<file path="src/iavs_defs.svh">
/*
 * Constants of the interrupt acknowledge and vector sequencer: register
 * offsets, field positions, reset values and fixed encodings.
 * Assumes it is included by bare name from the package and design files.
 */
`ifndef IAVS_DEFS_SVH
`define IAVS_DEFS_SVH

// Register byte offsets on the bus; only haddr[7:0] is decoded.
`define IAVS_OFS_INIT_ONE 8'h00
`define IAVS_OFS_INIT_TWO 8'h04
`define IAVS_OFS_INIT_FOUR 8'h08
`define IAVS_OFS_MASK 8'h0C
`define IAVS_OFS_EOS_CMD 8'h10
`define IAVS_OFS_STATUS 8'h14

// Field positions inside the first initialization word.
`define IAVS_W1_ADDR_HI 7
`define IAVS_W1_ADDR_LO 5
`define IAVS_W1_SPACING 2
`define IAVS_W1_NEED_FOUR 0

// Field positions inside the fourth initialization word.
`define IAVS_W4_AUTO_EOS 1
`define IAVS_W4_POINTER 0

// Reset values.
`define IAVS_RST_BYTE 8'h00
`define IAVS_RST_WORD 32'h0000_0000

// Fixed encodings of the acknowledge sequence.
`define IAVS_CALL_OPCODE 8'hCD
`define IAVS_DROP_LEVEL 3'h7
`define IAVS_CALL_PULSES 2'h3
`define IAVS_PTR_PULSES 2'h2
`define IAVS_PULSE_ONE 2'h1
`define IAVS_PULSE_TWO 2'h2
`define IAVS_PULSE_THREE 2'h3
`define IAVS_CNT_ZERO 2'h0

// AHB encodings used by the slave.
`define IAVS_HTRANS_NONSEQ_BIT 1
`define IAVS_HRESP_OKAY 1'b0

`endif

</file>
<file path="src/iavs_pkg.sv">
/*
 * Types shared by the interrupt acknowledge and vector sequencer.
 * Assumes iavs_defs.svh is reachable on the include path.
 */
`include "iavs_defs.svh"

package iavs_pkg;

   // Sequencer states, binary codes written out.
   typedef enum logic [1:0]
   {
      IAVS_ST_IDLE = 2'b00,
      IAVS_ST_PULSE = 2'b01,
      IAVS_ST_GAP = 2'b10
   } iavs_state_t;

   // First initialization word as held by the block.
   typedef struct packed {
      logic [2:0] addrLow;
      logic spacingFour;
      logic needWordFour;
   } iavs_word_one_t;

   // Fourth initialization word as held by the block.
   typedef struct packed {
      logic autoEndOfService;
      logic pointerMode;
   } iavs_word_four_t;

   // Bus address phase captured for the data phase.
   typedef struct packed {
      logic [7:0] addr;
      logic write;
      logic valid;
   } iavs_addr_phase_t;

endpackage : iavs_pkg

</file>
<file path="src/iavs_sync.sv">
/*
 * Two flip-flop level synchroniser with a per-bit reset value.
 * Assumes inputs are asynchronous levels; only the second stage is read.
 */
`timescale 1ns/1ps
`default_nettype none

module iavs_sync
#(
   parameter int WIDTH = 8,
   parameter logic [WIDTH-1:0] RST_VAL = '0
)
(
   input wire logic clk,
   input wire logic rstn,
   input wire logic [WIDTH-1:0] async_in,
   output logic [WIDTH-1:0] sync_out
);

   logic [WIDTH-1:0] stageOne_q;

   // The first stage is read by the second stage only.
   always_ff @(posedge clk or negedge rstn)
   begin
      if (!rstn)
      begin
         stageOne_q <= RST_VAL;
         sync_out <= RST_VAL;
      end
      else
      begin
         stageOne_q <= async_in;
         sync_out <= stageOne_q;
      end
   end

endmodule : iavs_sync

`default_nettype wire

</file>
<file path="src/iavs_sequencer.sv">
/*
 * Interrupt request latching and acknowledge sequencing for eight levels,
 * with an AHB-Lite slave holding the initialization words, mask, end of
 * service command and status. Assumes one clock, the acknowledge pin
 * active low, and a single AHB-Lite master doing single word transfers.
 */
// Notes on behaviour
// A rising request input sets its own request latch bit.
// Interrupt output rises only for an unmasked request above in-service.
// Call mode takes three pulses; first pulse drives opcode 0xCD.
// Call mode: second pulse low vector byte, third pulse high byte.
// Low byte: spacing 4 uses A7-A5 and D4-D2; spacing 8 A7-A6, D5-D3.
// Third pulse drives A15-A8 unchanged on D7-D0.
// Call mode third pulse sets in-service bit, clears request bit.
// Call mode auto end clears in-service at third pulse trailing edge.
// Pointer mode leaves the data bus undriven on the first pulse.
// Pointer mode second pulse drives the eight-bit type pointer.
// Pointer is type bits on D7-D3, level on D2-D0.
// Pointer mode auto end clears in-service at second trailing edge.
// The source holds its request high until the first pulse.
// A request dropped before the first pulse answers as level 7, unserved.
// Fourth word sets mode and auto end, only when first word asks.
// Second word gives A15-A8 or type bits.
// First word gives A7-A5 and the vector spacing.
// The highest unmasked pending level is the one reported.
// Requests and acknowledge are synchronised; pulses counted by edges.
`timescale 1ns/1ps
`default_nettype none
`include "iavs_defs.svh"

module iavs_sequencer
   import iavs_pkg::*;
(
   input wire logic clk,
   input wire logic rstn,
   input wire logic hsel,
   input wire logic [31:0] haddr,
   input wire logic [1:0] htrans,
   input wire logic hwrite,
   input wire logic [2:0] hsize,
   input wire logic [31:0] hwdata,
   input wire logic hready,
   output logic hreadyout,
   output logic [31:0] hrdata,
   output logic hresp,
   input wire logic [7:0] request_input,
   input wire logic irq_ack_pulse_n,
   output logic intOut,
   output logic [7:0] dataOut,
   output logic dataOe
);

   ////////////////////////////////////////////////////////////////////////
   // Helper functions.

   // Lowest set index wins; level 0 has the highest priority.
   function automatic logic [2:0] topLevel(input logic [7:0] vec);
      logic [2:0] lvl;
      lvl = `IAVS_DROP_LEVEL;
      for (int i = 7; i >= 0; i--)
      begin
         if (vec[i])
         begin
            lvl = 3'(i);
         end
      end
      return lvl;
   endfunction : topLevel

   // Levels strictly above the highest level now in service.
   function automatic logic [7:0] aboveService(input logic [7:0] in_service_bits);
      logic [7:0] ok;
      logic blocked;
      ok = `IAVS_RST_BYTE;
      blocked = 1'b0;
      for (int i = 0; i < 8; i++)
      begin
         blocked = blocked | in_service_bits[i];
         ok[i] = !blocked;
      end
      return ok;
   endfunction : aboveService

   ////////////////////////////////////////////////////////////////////////
   // Synchronisers and edge detection.

   logic [7:0] reqSync;
   logic [7:0] reqPrev_q;
   logic ackSync;
   logic ackPrev_q;
   logic ackLead;
   logic ackTrail;

   iavs_sync #(.WIDTH(8), .RST_VAL(8'h00)) u_reqSync
   (
      .clk(clk),
      .rstn(rstn),
      .async_in(request_input),
      .sync_out(reqSync)
   );

   iavs_sync #(.WIDTH(1), .RST_VAL(1'b1)) u_ackSync
   (
      .clk(clk),
      .rstn(rstn),
      .async_in(irq_ack_pulse_n),
      .sync_out(ackSync)
   );

   // Edges are taken from the synchronised copies only.
   always_ff @(posedge clk or negedge rstn)
   begin
      if (!rstn)
      begin
         reqPrev_q <= `IAVS_RST_BYTE;
         ackPrev_q <= 1'b1;
      end
      else
      begin
         reqPrev_q <= reqSync;
         ackPrev_q <= ackSync;
      end
   end

   assign ackLead = ackPrev_q && !ackSync;
   assign ackTrail = !ackPrev_q && ackSync;

   ////////////////////////////////////////////////////////////////////////
   // Configuration registers and bus slave.

   iavs_word_one_t wordOne_q;
   logic [7:0] wordTwo_q;
   iavs_word_four_t wordFour_q;
   logic [7:0] mask_q;
   iavs_addr_phase_t aph_q;
   logic readPend_q;
   logic addrTaken;
   logic busWrite;
   logic [31:0] statusWord;
   logic [31:0] readMux;

   assign addrTaken = hsel && hready && htrans[`IAVS_HTRANS_NONSEQ_BIT];
   assign busWrite = aph_q.valid && aph_q.write;

   // Address phase is captured; reads get one wait state so that a write
   // in the previous data phase is always visible to them.
   always_ff @(posedge clk or negedge rstn)
   begin
      if (!rstn)
      begin
         aph_q <= '0;
         readPend_q <= 1'b0;
         hreadyout <= 1'b1;
         hresp <= `IAVS_HRESP_OKAY;
         hrdata <= `IAVS_RST_WORD;
      end
      else
      begin
         aph_q <= '{addr: haddr[7:0], write: hwrite, valid: addrTaken};
         readPend_q <= addrTaken && !hwrite;
         hreadyout <= !(addrTaken && !hwrite);
         hresp <= `IAVS_HRESP_OKAY;
         if (readPend_q)
         begin
            hrdata <= readMux;
         end
      end
   end

   // Writes land at the end of their data phase; unmapped ones are dropped.
   always_ff @(posedge clk or negedge rstn)
   begin
      if (!rstn)
      begin
         wordOne_q <= '0;
         wordTwo_q <= `IAVS_RST_BYTE;
         wordFour_q <= '0;
         mask_q <= `IAVS_RST_BYTE;
      end
      else if (busWrite)
      begin
         case (aph_q.addr)
            `IAVS_OFS_INIT_ONE:
            begin
               wordOne_q.addrLow <=
                  hwdata[`IAVS_W1_ADDR_HI:`IAVS_W1_ADDR_LO];
               wordOne_q.spacingFour <= hwdata[`IAVS_W1_SPACING];
               wordOne_q.needWordFour <= hwdata[`IAVS_W1_NEED_FOUR];
               mask_q <= `IAVS_RST_BYTE;
               if (!hwdata[`IAVS_W1_NEED_FOUR])
               begin
                  wordFour_q <= '0;
               end
            end
            `IAVS_OFS_INIT_TWO: wordTwo_q <= hwdata[7:0];
            `IAVS_OFS_INIT_FOUR:
            begin
               if (wordOne_q.needWordFour)
               begin
                  wordFour_q.autoEndOfService <=
                     hwdata[`IAVS_W4_AUTO_EOS];
                  wordFour_q.pointerMode <= hwdata[`IAVS_W4_POINTER];
               end
            end
            `IAVS_OFS_MASK: mask_q <= hwdata[7:0];
            default: mask_q <= mask_q;
         endcase
      end
   end

   ////////////////////////////////////////////////////////////////////////
   // Request latch, priority and interrupt output.

   logic [7:0] irr_q;
   logic [7:0] isr_q;
   logic [7:0] qualify;
   logic [7:0] svcClear;
   logic [7:0] svcSet;
   logic [7:0] eosClear;
   logic [2:0] level_q;
   logic svcValid_q;
   logic [1:0] cnt_q;
   logic [1:0] lastPulse;
   iavs_state_t state_q;

   assign qualify = irr_q & ~mask_q & aboveService(isr_q);
   assign lastPulse = wordFour_q.pointerMode ? `IAVS_PTR_PULSES
                                             : `IAVS_CALL_PULSES;

   // A new rising request wins over a service clear in the same cycle;
   // a bit drops once its input falls, which is what turns an early
   // release into the level 7 answer below.
   always_ff @(posedge clk or negedge rstn)
   begin
      if (!rstn)
      begin
         irr_q <= `IAVS_RST_BYTE;
      end
      else
      begin
         irr_q <= ((irr_q & ~svcClear) | (reqSync & ~reqPrev_q))
                  & reqSync;
      end
   end

   // The output is held low during an acknowledge sequence.
   always_ff @(posedge clk or negedge rstn)
   begin
      if (!rstn)
      begin
         intOut <= 1'b0;
      end
      else
      begin
         intOut <= (state_q == IAVS_ST_IDLE) && (qualify != '0);
      end
   end

   ////////////////////////////////////////////////////////////////////////
   // Acknowledge sequencer.

   // Pulses are counted on leading edges; the count returns to zero at the
   // trailing edge of the last pulse of the current mode.
   always_ff @(posedge clk or negedge rstn)
   begin
      if (!rstn)
      begin
         state_q <= IAVS_ST_IDLE;
         cnt_q <= `IAVS_CNT_ZERO;
         level_q <= `IAVS_DROP_LEVEL;
         svcValid_q <= 1'b0;
      end
      else
      begin
         case (state_q)
            IAVS_ST_IDLE, IAVS_ST_GAP:
            begin
               if (ackLead)
               begin
                  state_q <= IAVS_ST_PULSE;
                  cnt_q <= cnt_q + 2'h1;
                  if (cnt_q == `IAVS_CNT_ZERO)
                  begin
                     level_q <= topLevel(qualify);
                     svcValid_q <= (qualify != '0);
                  end
               end
            end
            IAVS_ST_PULSE:
            begin
               if (ackTrail)
               begin
                  if (cnt_q == lastPulse)
                  begin
                     state_q <= IAVS_ST_IDLE;
                     cnt_q <= `IAVS_CNT_ZERO;
                  end
                  else
                  begin
                     state_q <= IAVS_ST_GAP;
                  end
               end
            end
            default:
            begin
               state_q <= IAVS_ST_IDLE;
               cnt_q <= `IAVS_CNT_ZERO;
            end
         endcase
      end
   end

   ////////////////////////////////////////////////////////////////////////
   // Data bus bytes.

   logic [1:0] nextCnt;
   logic [7:0] lowByte;
   logic [7:0] pointerByte;
   logic [2:0] curLevel;

   assign nextCnt = cnt_q + 2'h1;
   // The level is frozen at the first pulse and used for later bytes.
   assign curLevel = (cnt_q == `IAVS_CNT_ZERO) ? topLevel(qualify) : level_q;
   assign lowByte = wordOne_q.spacingFour
      ? {wordOne_q.addrLow, curLevel, 2'b00}
      : {wordOne_q.addrLow[2:1], curLevel, 3'b000};
   assign pointerByte = {wordTwo_q[7:3], curLevel};

   // Drive starts at the leading edge and stops at the trailing edge.
   always_ff @(posedge clk or negedge rstn)
   begin
      if (!rstn)
      begin
         dataOut <= `IAVS_RST_BYTE;
         dataOe <= 1'b0;
      end
      else if (ackLead && state_q != IAVS_ST_PULSE)
      begin
         if (wordFour_q.pointerMode)
         begin
            dataOe <= (nextCnt == `IAVS_PULSE_TWO);
            dataOut <= pointerByte;
         end
         else
         begin
            dataOe <= 1'b1;
            case (nextCnt)
               `IAVS_PULSE_ONE: dataOut <= `IAVS_CALL_OPCODE;
               `IAVS_PULSE_TWO: dataOut <= lowByte;
               `IAVS_PULSE_THREE: dataOut <= wordTwo_q;
               default: dataOut <= `IAVS_RST_BYTE;
            endcase
         end
      end
      else if (ackTrail)
      begin
         dataOe <= 1'b0;
      end
   end

   ////////////////////////////////////////////////////////////////////////
   // In-service bits.

   logic lastLead;
   logic lastTrail;

   assign lastLead = ackLead && state_q != IAVS_ST_PULSE
                     && nextCnt == lastPulse;
   assign lastTrail = ackTrail && state_q == IAVS_ST_PULSE
                      && cnt_q == lastPulse;
   assign svcSet = (lastLead && svcValid_q) ? 8'(1 << level_q)
                                            : `IAVS_RST_BYTE;
   assign svcClear = svcSet;
   assign eosClear = (busWrite && aph_q.addr == `IAVS_OFS_EOS_CMD)
                     ? hwdata[7:0] : `IAVS_RST_BYTE;

   // Setting wins over any clear that meets it in the same cycle.
   always_ff @(posedge clk or negedge rstn)
   begin
      if (!rstn)
      begin
         isr_q <= `IAVS_RST_BYTE;
      end
      else
      begin
         isr_q <= (isr_q & ~eosClear
                   & ~((lastTrail && svcValid_q && wordFour_q.autoEndOfService)
                       ? 8'(1 << level_q) : `IAVS_RST_BYTE))
                  | svcSet;
      end
   end

   assign statusWord = {8'h00, 2'b00, state_q, intOut, level_q, isr_q, irr_q};

   // Register read decode; unmapped and write-only offsets read zero.
   always_comb
   begin
      case (aph_q.addr)
         `IAVS_OFS_INIT_ONE: readMux = {24'h0, wordOne_q.addrLow, 2'b00,
                                        wordOne_q.spacingFour, 1'b0,
                                        wordOne_q.needWordFour};
         `IAVS_OFS_INIT_TWO: readMux = {24'h0, wordTwo_q};
         `IAVS_OFS_INIT_FOUR: readMux = {30'h0, wordFour_q};
         `IAVS_OFS_MASK: readMux = {24'h0, mask_q};
         `IAVS_OFS_STATUS: readMux = statusWord;
         default: readMux = `IAVS_RST_WORD;
      endcase
   end
endmodule : iavs_sequencer

`default_nettype wire

</file>
<file path="config.mk">
export PLATFORM = sky130hd
export DESIGN_NAME = iavs_sequencer
export DESIGN_NICKNAME = d
export VERILOG_FILES = /design/src/iavs_pkg.sv /design/src/iavs_sync.sv /design/src/iavs_sequencer.sv
export VERILOG_INCLUDE_DIRS = /design/src
export SDC_FILE = /design/constraint.sdc
export NUM_CORES = 1
export LEC_CHECK = 0
export BUFFER_PORTS_ARGS = -buffer_cell sky130_fd_sc_hd__buf_2
export CELL_PAD_IN_SITES_DETAIL_PLACEMENT = 1
export CELL_PAD_IN_SITES_GLOBAL_PLACEMENT = 2
export CORE_MARGIN = 2
export CORE_UTILIZATION = 33
export DETAILED_ROUTE_END_ITERATION = 8
export PLACE_DENSITY = 0.77
export SETUP_SLACK_MARGIN = 0.1
export SLEW_MARGIN = 40
export SYNTH_ARGS = -nofsm -noshare
export SYNTH_HDL_FRONTEND = slang
export SYNTH_SLANG_ARGS = --single-unit
</file>
<file path="constraint.sdc">
create_clock -name clk -period 3.2 [get_ports clk]
set_input_delay 0.48 -clock clk [delete_from_list [all_inputs] [get_ports clk]]
set_output_delay 0.48 -clock clk [all_outputs]
set_load 0.01 [all_outputs]
</file>
==> flow_metrics.tcl, run 1 <==
set metrics [dict create \
    hold_viol 0 \
    internal-power_mw 3.06 \
    layout-drive-gt1-share 0.249 \
    clk_pin_slew_ns 0.06 \
    finalWorstSetupSlack_ns 0.803 \
    worst_path_max_delay_cell "or4_4" \
    cpPeakStageDelay_ns 0.62 \
    ys_warn_count 0 \
    antenna_found_initial 0 \
    rsz0062_at_grt "false" \
    comb_power_share 0.155 \
    final.setup.tns_ns 0 \
    start_util 0.337 \
    seqPwrFrac 0.413 \
    viasPerCell 5.35 \
    num_vias 3948 \
    critPathMaxFanout 16 \
    cts_tree "done" \
    die_h_um 129 \
    grt_pass1_vias 4144 \
    drv_slew 0 \
    irDropWorstVdd_mv 0.457 \
    grt_pass1_wl_um 22100 \
    power_switching_mw 1.31 \
    path_cells "or4_4 -> nor4_4 -> and2b_1 -> o21ai_0" \
    async_flop_share 1.00 \
    cts_made_buffers 17 \
    syn_avg_cell_area_um2 11.0 \
    firstDrtPassIters 7 \
    placed_area_um2 5610 \
    ys_seq_area_frac 0.578 \
    nNetsFinal 624 \
    postSynthCellCount 466 \
    synth_seq_cells 118 \
    cts_max_path_buffers 2 \
    swShare 0.299 \
    cts_sinks 118 \
    port_buffers 63 \
    finalPower_mw 4.37 \
    routed_wl_um 13800 \
    track_usage 0.178 \
    power_leakage_nw 2.74 \
    design_area_um2 6210 \
    yosys_most_used_dff "dfrtp_1" \
    setup_viol_count_final 0 \
    endpoint_kind "flop" \
    cts_root_buffer "clkbuf_16" \
    overflow 0 \
    synth_cell_types 60 \
    remaining_drc_errors 0 \
    fp-row-count 45 \
    ctsResizeCount 0 \
    clkPwrFrac 0.432 \
    syn_to_final_growth_pct 21.2 \
    antenna_left 0 \
    final.setup_skew_ns 0.0104 \
    insertion_delay_ns 0.42 \
    coreArea_um2 15200 \
    die_w_um 129 \
    start_kind "flop" \
    instances_no_fill 738 \
    fmax_ghz 0.417 \
    fin_crit_ns 2.40 \
    htree_levels 4 \
    cts_hold_buf 0 \
    io_pins 127 \
    placedCellCount 706 \
    slew-limit-headroom 0.486 \
    antenna_cells 0 \
    tightest_slew_ns 0.761 \
    drv_cap 0 \
    min_path_type "in -> async" \
    drt_iter0_drc 286 \
    path_class "reg -> reg" \
    outcome "complete, no violations" \
    dp_hpwl_um 9850 \
    syn_area_um2 5120 \
    cp_data_arrival_time_ns 2.68 \
    routabilityCongestion 0.871 \
    final_common_cell "dfrtp_1" \
    die_area_um2 16500 \
    grt_max_degree 65 \
    dpl_worst_slack_ns 0.826 \
    post-cts-setup-buffers 0 \
    mostFrequentLayoutCells "dfrtp_1, buf_2, nand2_1" \
    nFillCells 1704 \
    avgRoutedWirePerCell_um 18.7 \
    crit_required_ns 3.48 \
    fin_crit_sh 0.749 \
    power.density_nw_per_um2 704 \
    synth-edff-count 0 \
]
[power by group through the flow]
stage	clock (mW)	combinational, mW	sequential (mW)
2_1_floorplan	0	0.455	1.77
3_3_place_gp	0	0.653	1.82
3_5_place_dp	0	0.671	1.83
4_1_cts	1.93	0.677	1.81
5_1_grt	2.00	0.759	1.83
6_report	1.89	0.678	1.80
[final cells by class]
| type | instances | area [um^2] | area share |
|---|---|---|---|
| inverters | 39 | 146 | 0.0236 |
| flip-flops and latches | 118 | 2960 | 0.477 |
| multi-input cells | 292 | 1890 | 0.305 |
| clock buffers | 19 | 443 | 0.0713 |
| repair buffers | 69 | 379 | 0.0611 |
| clock inverters | 13 | 149 | 0.0240 |
| well taps | 188 | 235 | 0.0379 |
[worst max-delay path: cells and delay by family (launching register included)]
family	cells	cell delay, ns
AO/OA/AOI/OAI	1	0.17
flip-flops	1	0.36
AND/OR/NAND/NOR	3	1.71
[synth_stat cells (4+ instances only)]
cell	instances	area [um^2]
o22ai_1	11	68.8
buf_4	12	90.1
dfrtp_1	111	2780
or3b_2	4	35.0
a21oi_1	9	45.0
nand2_1	47	176
o31ai_1	6	45.0
nor2b_1	4	25.0
inv_1	39	146
a22o_1	6	52.6
o21ai_0	38	190
ha_1	4	50.1
a21boi_0	13	97.6
clkbuf_1	11	41.3
dfstp_2	7	184
a222oi_1	8	80.1
mux2_2	14	158
nand3_1	23	115
nor2_1	19	71.3
nor3_1	6	30.0
nand2b_1	9	56.3
a31oi_1	6	37.5
[kinds of logic after synthesis]
logic type               Yosys count  synth area share
AND/OR/NAND/NOR                  136             0.149
flip-flops                       118             0.578
multiplexers                      16            0.0347
adder cells (fa/ha/maj)            4           0.00977
XOR/XNOR                           2           0.00342
buffers and inverters             66            0.0594
other                              1          0.000732
AO/OA/AOI/OAI                    123             0.165
[worst paths after layout]
kind,slack (ns),from,cells past startpoint,end
max,0.80,aph_q[3],4,mask_q[2]
min,0.03,rstn,1,dataOe
max reg2reg,0.80,aph_q[3],4,mask_q[2]
min reg2reg,0.35,u_reqSync.stageOne_q[4],0,u_reqSync.sync_out[4]
max in group asynchronous,2.40,rstn,2,hreadyout
min in group clk,0.16,haddr[7],1,aph_q[9]
[routing by layer]
| metal | GRT usage | vias up | wire [um] | part of all wire |
|---|---|---|---|---|
| met1 | 0.223 | 2011 | 6160 | 0.45 |
| met3 | 0.0441 | 26 | 555 | 0.040 |
| met4 | 0.0831 | 0 | 355 | 0.026 |
| met2 | 0.291 | 103 | 6730 | 0.49 |
| met5 | 0 | - | 0 | 0 |
| li1 | - | 1808 | - | - |
[stage by stage]
| stage | hold slack [ns] | utilization |
|---|---|---|
| 3_5_place_dp | 0.336 | 0.369 |
| 6_report | 0.0255 | 0.408 |
| 5_1_grt | 0.0699 | 0.408 |
| 3_3_place_gp | 0.332 | 0.369 |
| 2_1_floorplan | 0.184 | - |
| 4_1_cts | 0.141 | 0.408 |
[sequential cells by signal (all words and copies together) (netlist names), 2 cells and up]
register              cells
mask_q                    8
state_q                   2
wordOne_q                 5
irr_q                     8
dataOut                   8
hrdata                   22
reqPrev_q                 8
u_reqSync.sync_out        8
wordTwo_q                 8
wordFour_q                2
cnt_q                     2
u_reqSync.stageOne_q      8
aph_q                    10
isr_q                     8
level_q                   3
No activity file was read; power rests on OpenSTA's default activity.
==> run 2: changes to the inputs <==
--- a/config.mk
+++ b/config.mk
@@ -6,13 +6,14 @@
 export SDC_FILE = /design/constraint.sdc
 export NUM_CORES = 1
 export LEC_CHECK = 0
+export ABC_AREA = 1
 export BUFFER_PORTS_ARGS = -buffer_cell sky130_fd_sc_hd__buf_2
 export CELL_PAD_IN_SITES_DETAIL_PLACEMENT = 1
 export CELL_PAD_IN_SITES_GLOBAL_PLACEMENT = 2
 export CORE_MARGIN = 2
-export CORE_UTILIZATION = 33
+export CORE_UTILIZATION = 29
 export DETAILED_ROUTE_END_ITERATION = 8
-export PLACE_DENSITY = 0.77
+export PLACE_DENSITY = 0.75
 export SETUP_SLACK_MARGIN = 0.1
 export SLEW_MARGIN = 40
 export SYNTH_ARGS = -nofsm -noshare
==> constraint.sdc (replaced) <==
create_clock -name clk -period 2.1 [get_ports clk]
set_input_delay 0.315 -clock clk [delete_from_list [all_inputs] [get_ports clk]]
set_output_delay 0.315 -clock clk [all_outputs]
set_load 0.01 [all_outputs]
==> flow_metrics.tcl, run 2 <==
set metrics [dict create \
    path_cells "nor2_1 -> nand2_1 -> nor4_2 -> nand4_1 -> o21ai_1 -> nand3_1 -> o21ai_0" \
    cts_max_path_buffers 2 \
    syn_avg_cell_area_um2 9.55 \
    synth_mux_area_frac 0 \
    htree_levels 4 \
    synth_largest_area_cell "dfrtp_1" \
    tightest_slew_ns 0.498 \
    min_path_type "in -> reg" \
    cts_sinks 118 \
    routabilityCongestion 0.841 \
    largest_reg_flops 22 \
    drt_iter0_drc 251 \
    drv_slew 0 \
    remaining_drc_errors 0 \
    synth_top_family_by_area "simple AND/OR/NAND/NOR gates" \
    drv_cap 0 \
    cp.depth 7 \
    synth_common_cells "nand2_1, dfrtp_1, inv_1" \
    power.density_nw_per_um2 1090 \
    cts_made_buffers 17 \
    routed_wl_um 14200 \
    ys_seq_area_frac 0.591 \
    start_kind "flop" \
    whs_path_depth 3 \
    post-cts-setup-buffers 0 \
    die_area_um2 18400 \
    num_vias 4011 \
    synth.most_common_cell "nand2_1" \
    placedCellCount 815 \
    mostFrequentLayoutCells "nand2_1, dfrtp_1, buf_2" \
    synth_compound_area_frac 0.137 \
    synthSimpleGateAreaFrac 0.184 \
    synth.top_cell.area_share 0.554 \
    ys_warn_count 0 \
    antenna_cells 0 \
    antenna_left 0 \
    largest-register "hrdata" \
    yosys.area_share.adder 0.00998 \
    firstDrtPassIters 4 \
    start_util 0.293 \
    fp-row-count 48 \
    syn_area_um2 5010 \
    synth_area_leaders "dfrtp_1, nand2_1, inv_1" \
    setup_viol_count_final 0 \
    clk_pin_slew_ns 0.05 \
    die_w_um 135 \
    dp_hpwl_um 10400 \
    grt_max_degree 81 \
    io_pins 127 \
    worst_path_max_delay_cell "nor4_2" \
    nNetsFinal 715 \
    postSynthCellCount 525 \
    cts_tree "done" \
    grt_pass1_wl_um 22700 \
    layout-drive-gt1-share 0.225 \
    endpoint_kind "flop" \
    port_buffers 63 \
    critPathMaxFanout 4 \
    cpLargestDelayFamily "simple AND/OR/NAND/NOR gates" \
    fin_crit_ns 1.82 \
    fmax_ghz 0.549 \
    synth_cell_types 46 \
    outcome "complete, no violations" \
    cts_root_buffer "clkbuf_16" \
    track_usage 0.165 \
    hold_viol 0 \
    grt_pass1_vias 4256 \
    rr_worst_depth 7 \
    avgRoutedWirePerCell_um 16.3 \
    insertion_delay_ns 0.42 \
    coreArea_um2 17100 \
    synthXorXnorAreaFrac 0.00175 \
    power_leakage_nw 3.16 \
    crit_required_ns 2.43 \
    fin_crit_sh 0.867 \
    path_class "reg -> reg" \
    reg.largest.list "hrdata (22), aph_q (10)" \
    yosys_most_used_dff "dfrtp_1" \
    die_h_um 135 \
    irDropWorstVdd_mv 0.556 \
    synth-edff-count 0 \
    final_common_cell "nand2_1" \
    instances_no_fill 866 \
    path_buf_inv 0 \
    cpPeakStageDelay_ns 0.42 \
    syn_to_final_growth_pct 29.2 \
    async_flop_share 1.00 \
    rsz0062_at_grt "false" \
    final.setup.tns_ns 0 \
    synth_seq_cells 118 \
    viasPerCell 4.63 \
    slew-limit-headroom 0.665 \
    cp_data_arrival_time_ns 2.15 \
    final.setup_skew_ns 0.00675 \
    overflow 0 \
    antenna_found_initial 0 \
]
## run 2: cell types whose count changed in the layout (fill, tap and decap cells not counted), moves of 7 or more
cell	previous run	this run
a222oi_1	8	0
buf_4	5	12
dlygate4sd3_1	0	19
inv_1	39	56
inv_2	0	7
mux2_2	14	0
nand2_1	47	139
nand2_2	0	8
nand2b_1	9	0
nand3_1	23	12
o31ai_1	6	13
## run 2: what timing repair did
action,in CTS,in global routing
hold buffers,19,0
gates resized for setup,0,3
hold endpoints to repair,39,0
endpoints found under the setup margin,0,3
## run 2: cells by family (layout without fill, tap and decap cells)
logic type / Yosys count / in the layout
other cells: 1 / 11
flops: 118 / 118
compound gates: 110 / 110
buf+inv: 85 / 191
simple gates: 206 / 206
xor+xnor: 1 / 1
fa+ha+maj: 4 / 4
## run 2: power breakdown
group / total, mW / internal, mW / switching [mW]
clock: 3.20 / 2.19 / 1.01
combinational: 1.19 / 0.423 / 0.763
sequential: 2.69 / 2.51 / 0.179
## run 2: final cells by class
class	count	area [um^2]
Clock buffer	23	478
Inverter	64	240
Sequential cell	118	2960
Clock inverter	9	173
Tap cell	225	282
Fill cell	1988	10600
Multi-Input combinational cell	332	1710
Timing Repair Buffer	95	631
## run 2: layer usage
layer / routed length, um / global-route usage / vias to the layer above
li1: - / - / 1914
met1: 6450 / 0.211 / 2007
met2: 7010 / 0.276 / 72
met3: 438 / 0.0352 / 18
met4: 263 / 0.0625 / 0
met5: 0 / 0 / -
## run 2: path summary, 6_finish.rpt
kind                                              start                    end  slack [ns]
max in group asynchronous                          rstn              hreadyout        0.94
worst min register to register  u_reqSync.stageOne_q[0]  u_reqSync.sync_out[0]        0.35
worst max-delay path                           aph_q[9]          wordFour_q[1]        0.28
worst max register to register                 aph_q[9]          wordFour_q[1]        0.28
worst min-delay path                               hsel               aph_q[0]        0.14
min in group asynchronous                          rstn             hrdata[16]        0.37
## run 2: per-stage QoR
stage	utilization	total power [mW]	setup slack, ns	area, um^2	hold slack (ns)
floorplan	-	3.42	0.429	5050	0.0194
global placement	0.329	3.83	0.284	5630	0.271
detailed placement	0.329	3.88	0.195	5630	0.276
CTS	0.378	7.14	0.140	6470	0.119
global route	0.379	7.43	0.103	6480	0.150
finish	0.379	7.07	0.279	6480	0.137
## run 2: worst reg2reg max path, cell delays in order (launching register included)
cell and delay, ns:
dfrtp_1 0.36, nor2_1 0.15, nand2_1 0.20, nor4_2 0.42
nand4_1 0.20, o21ai_1 0.19, nand3_1 0.10, o21ai_0 0.11
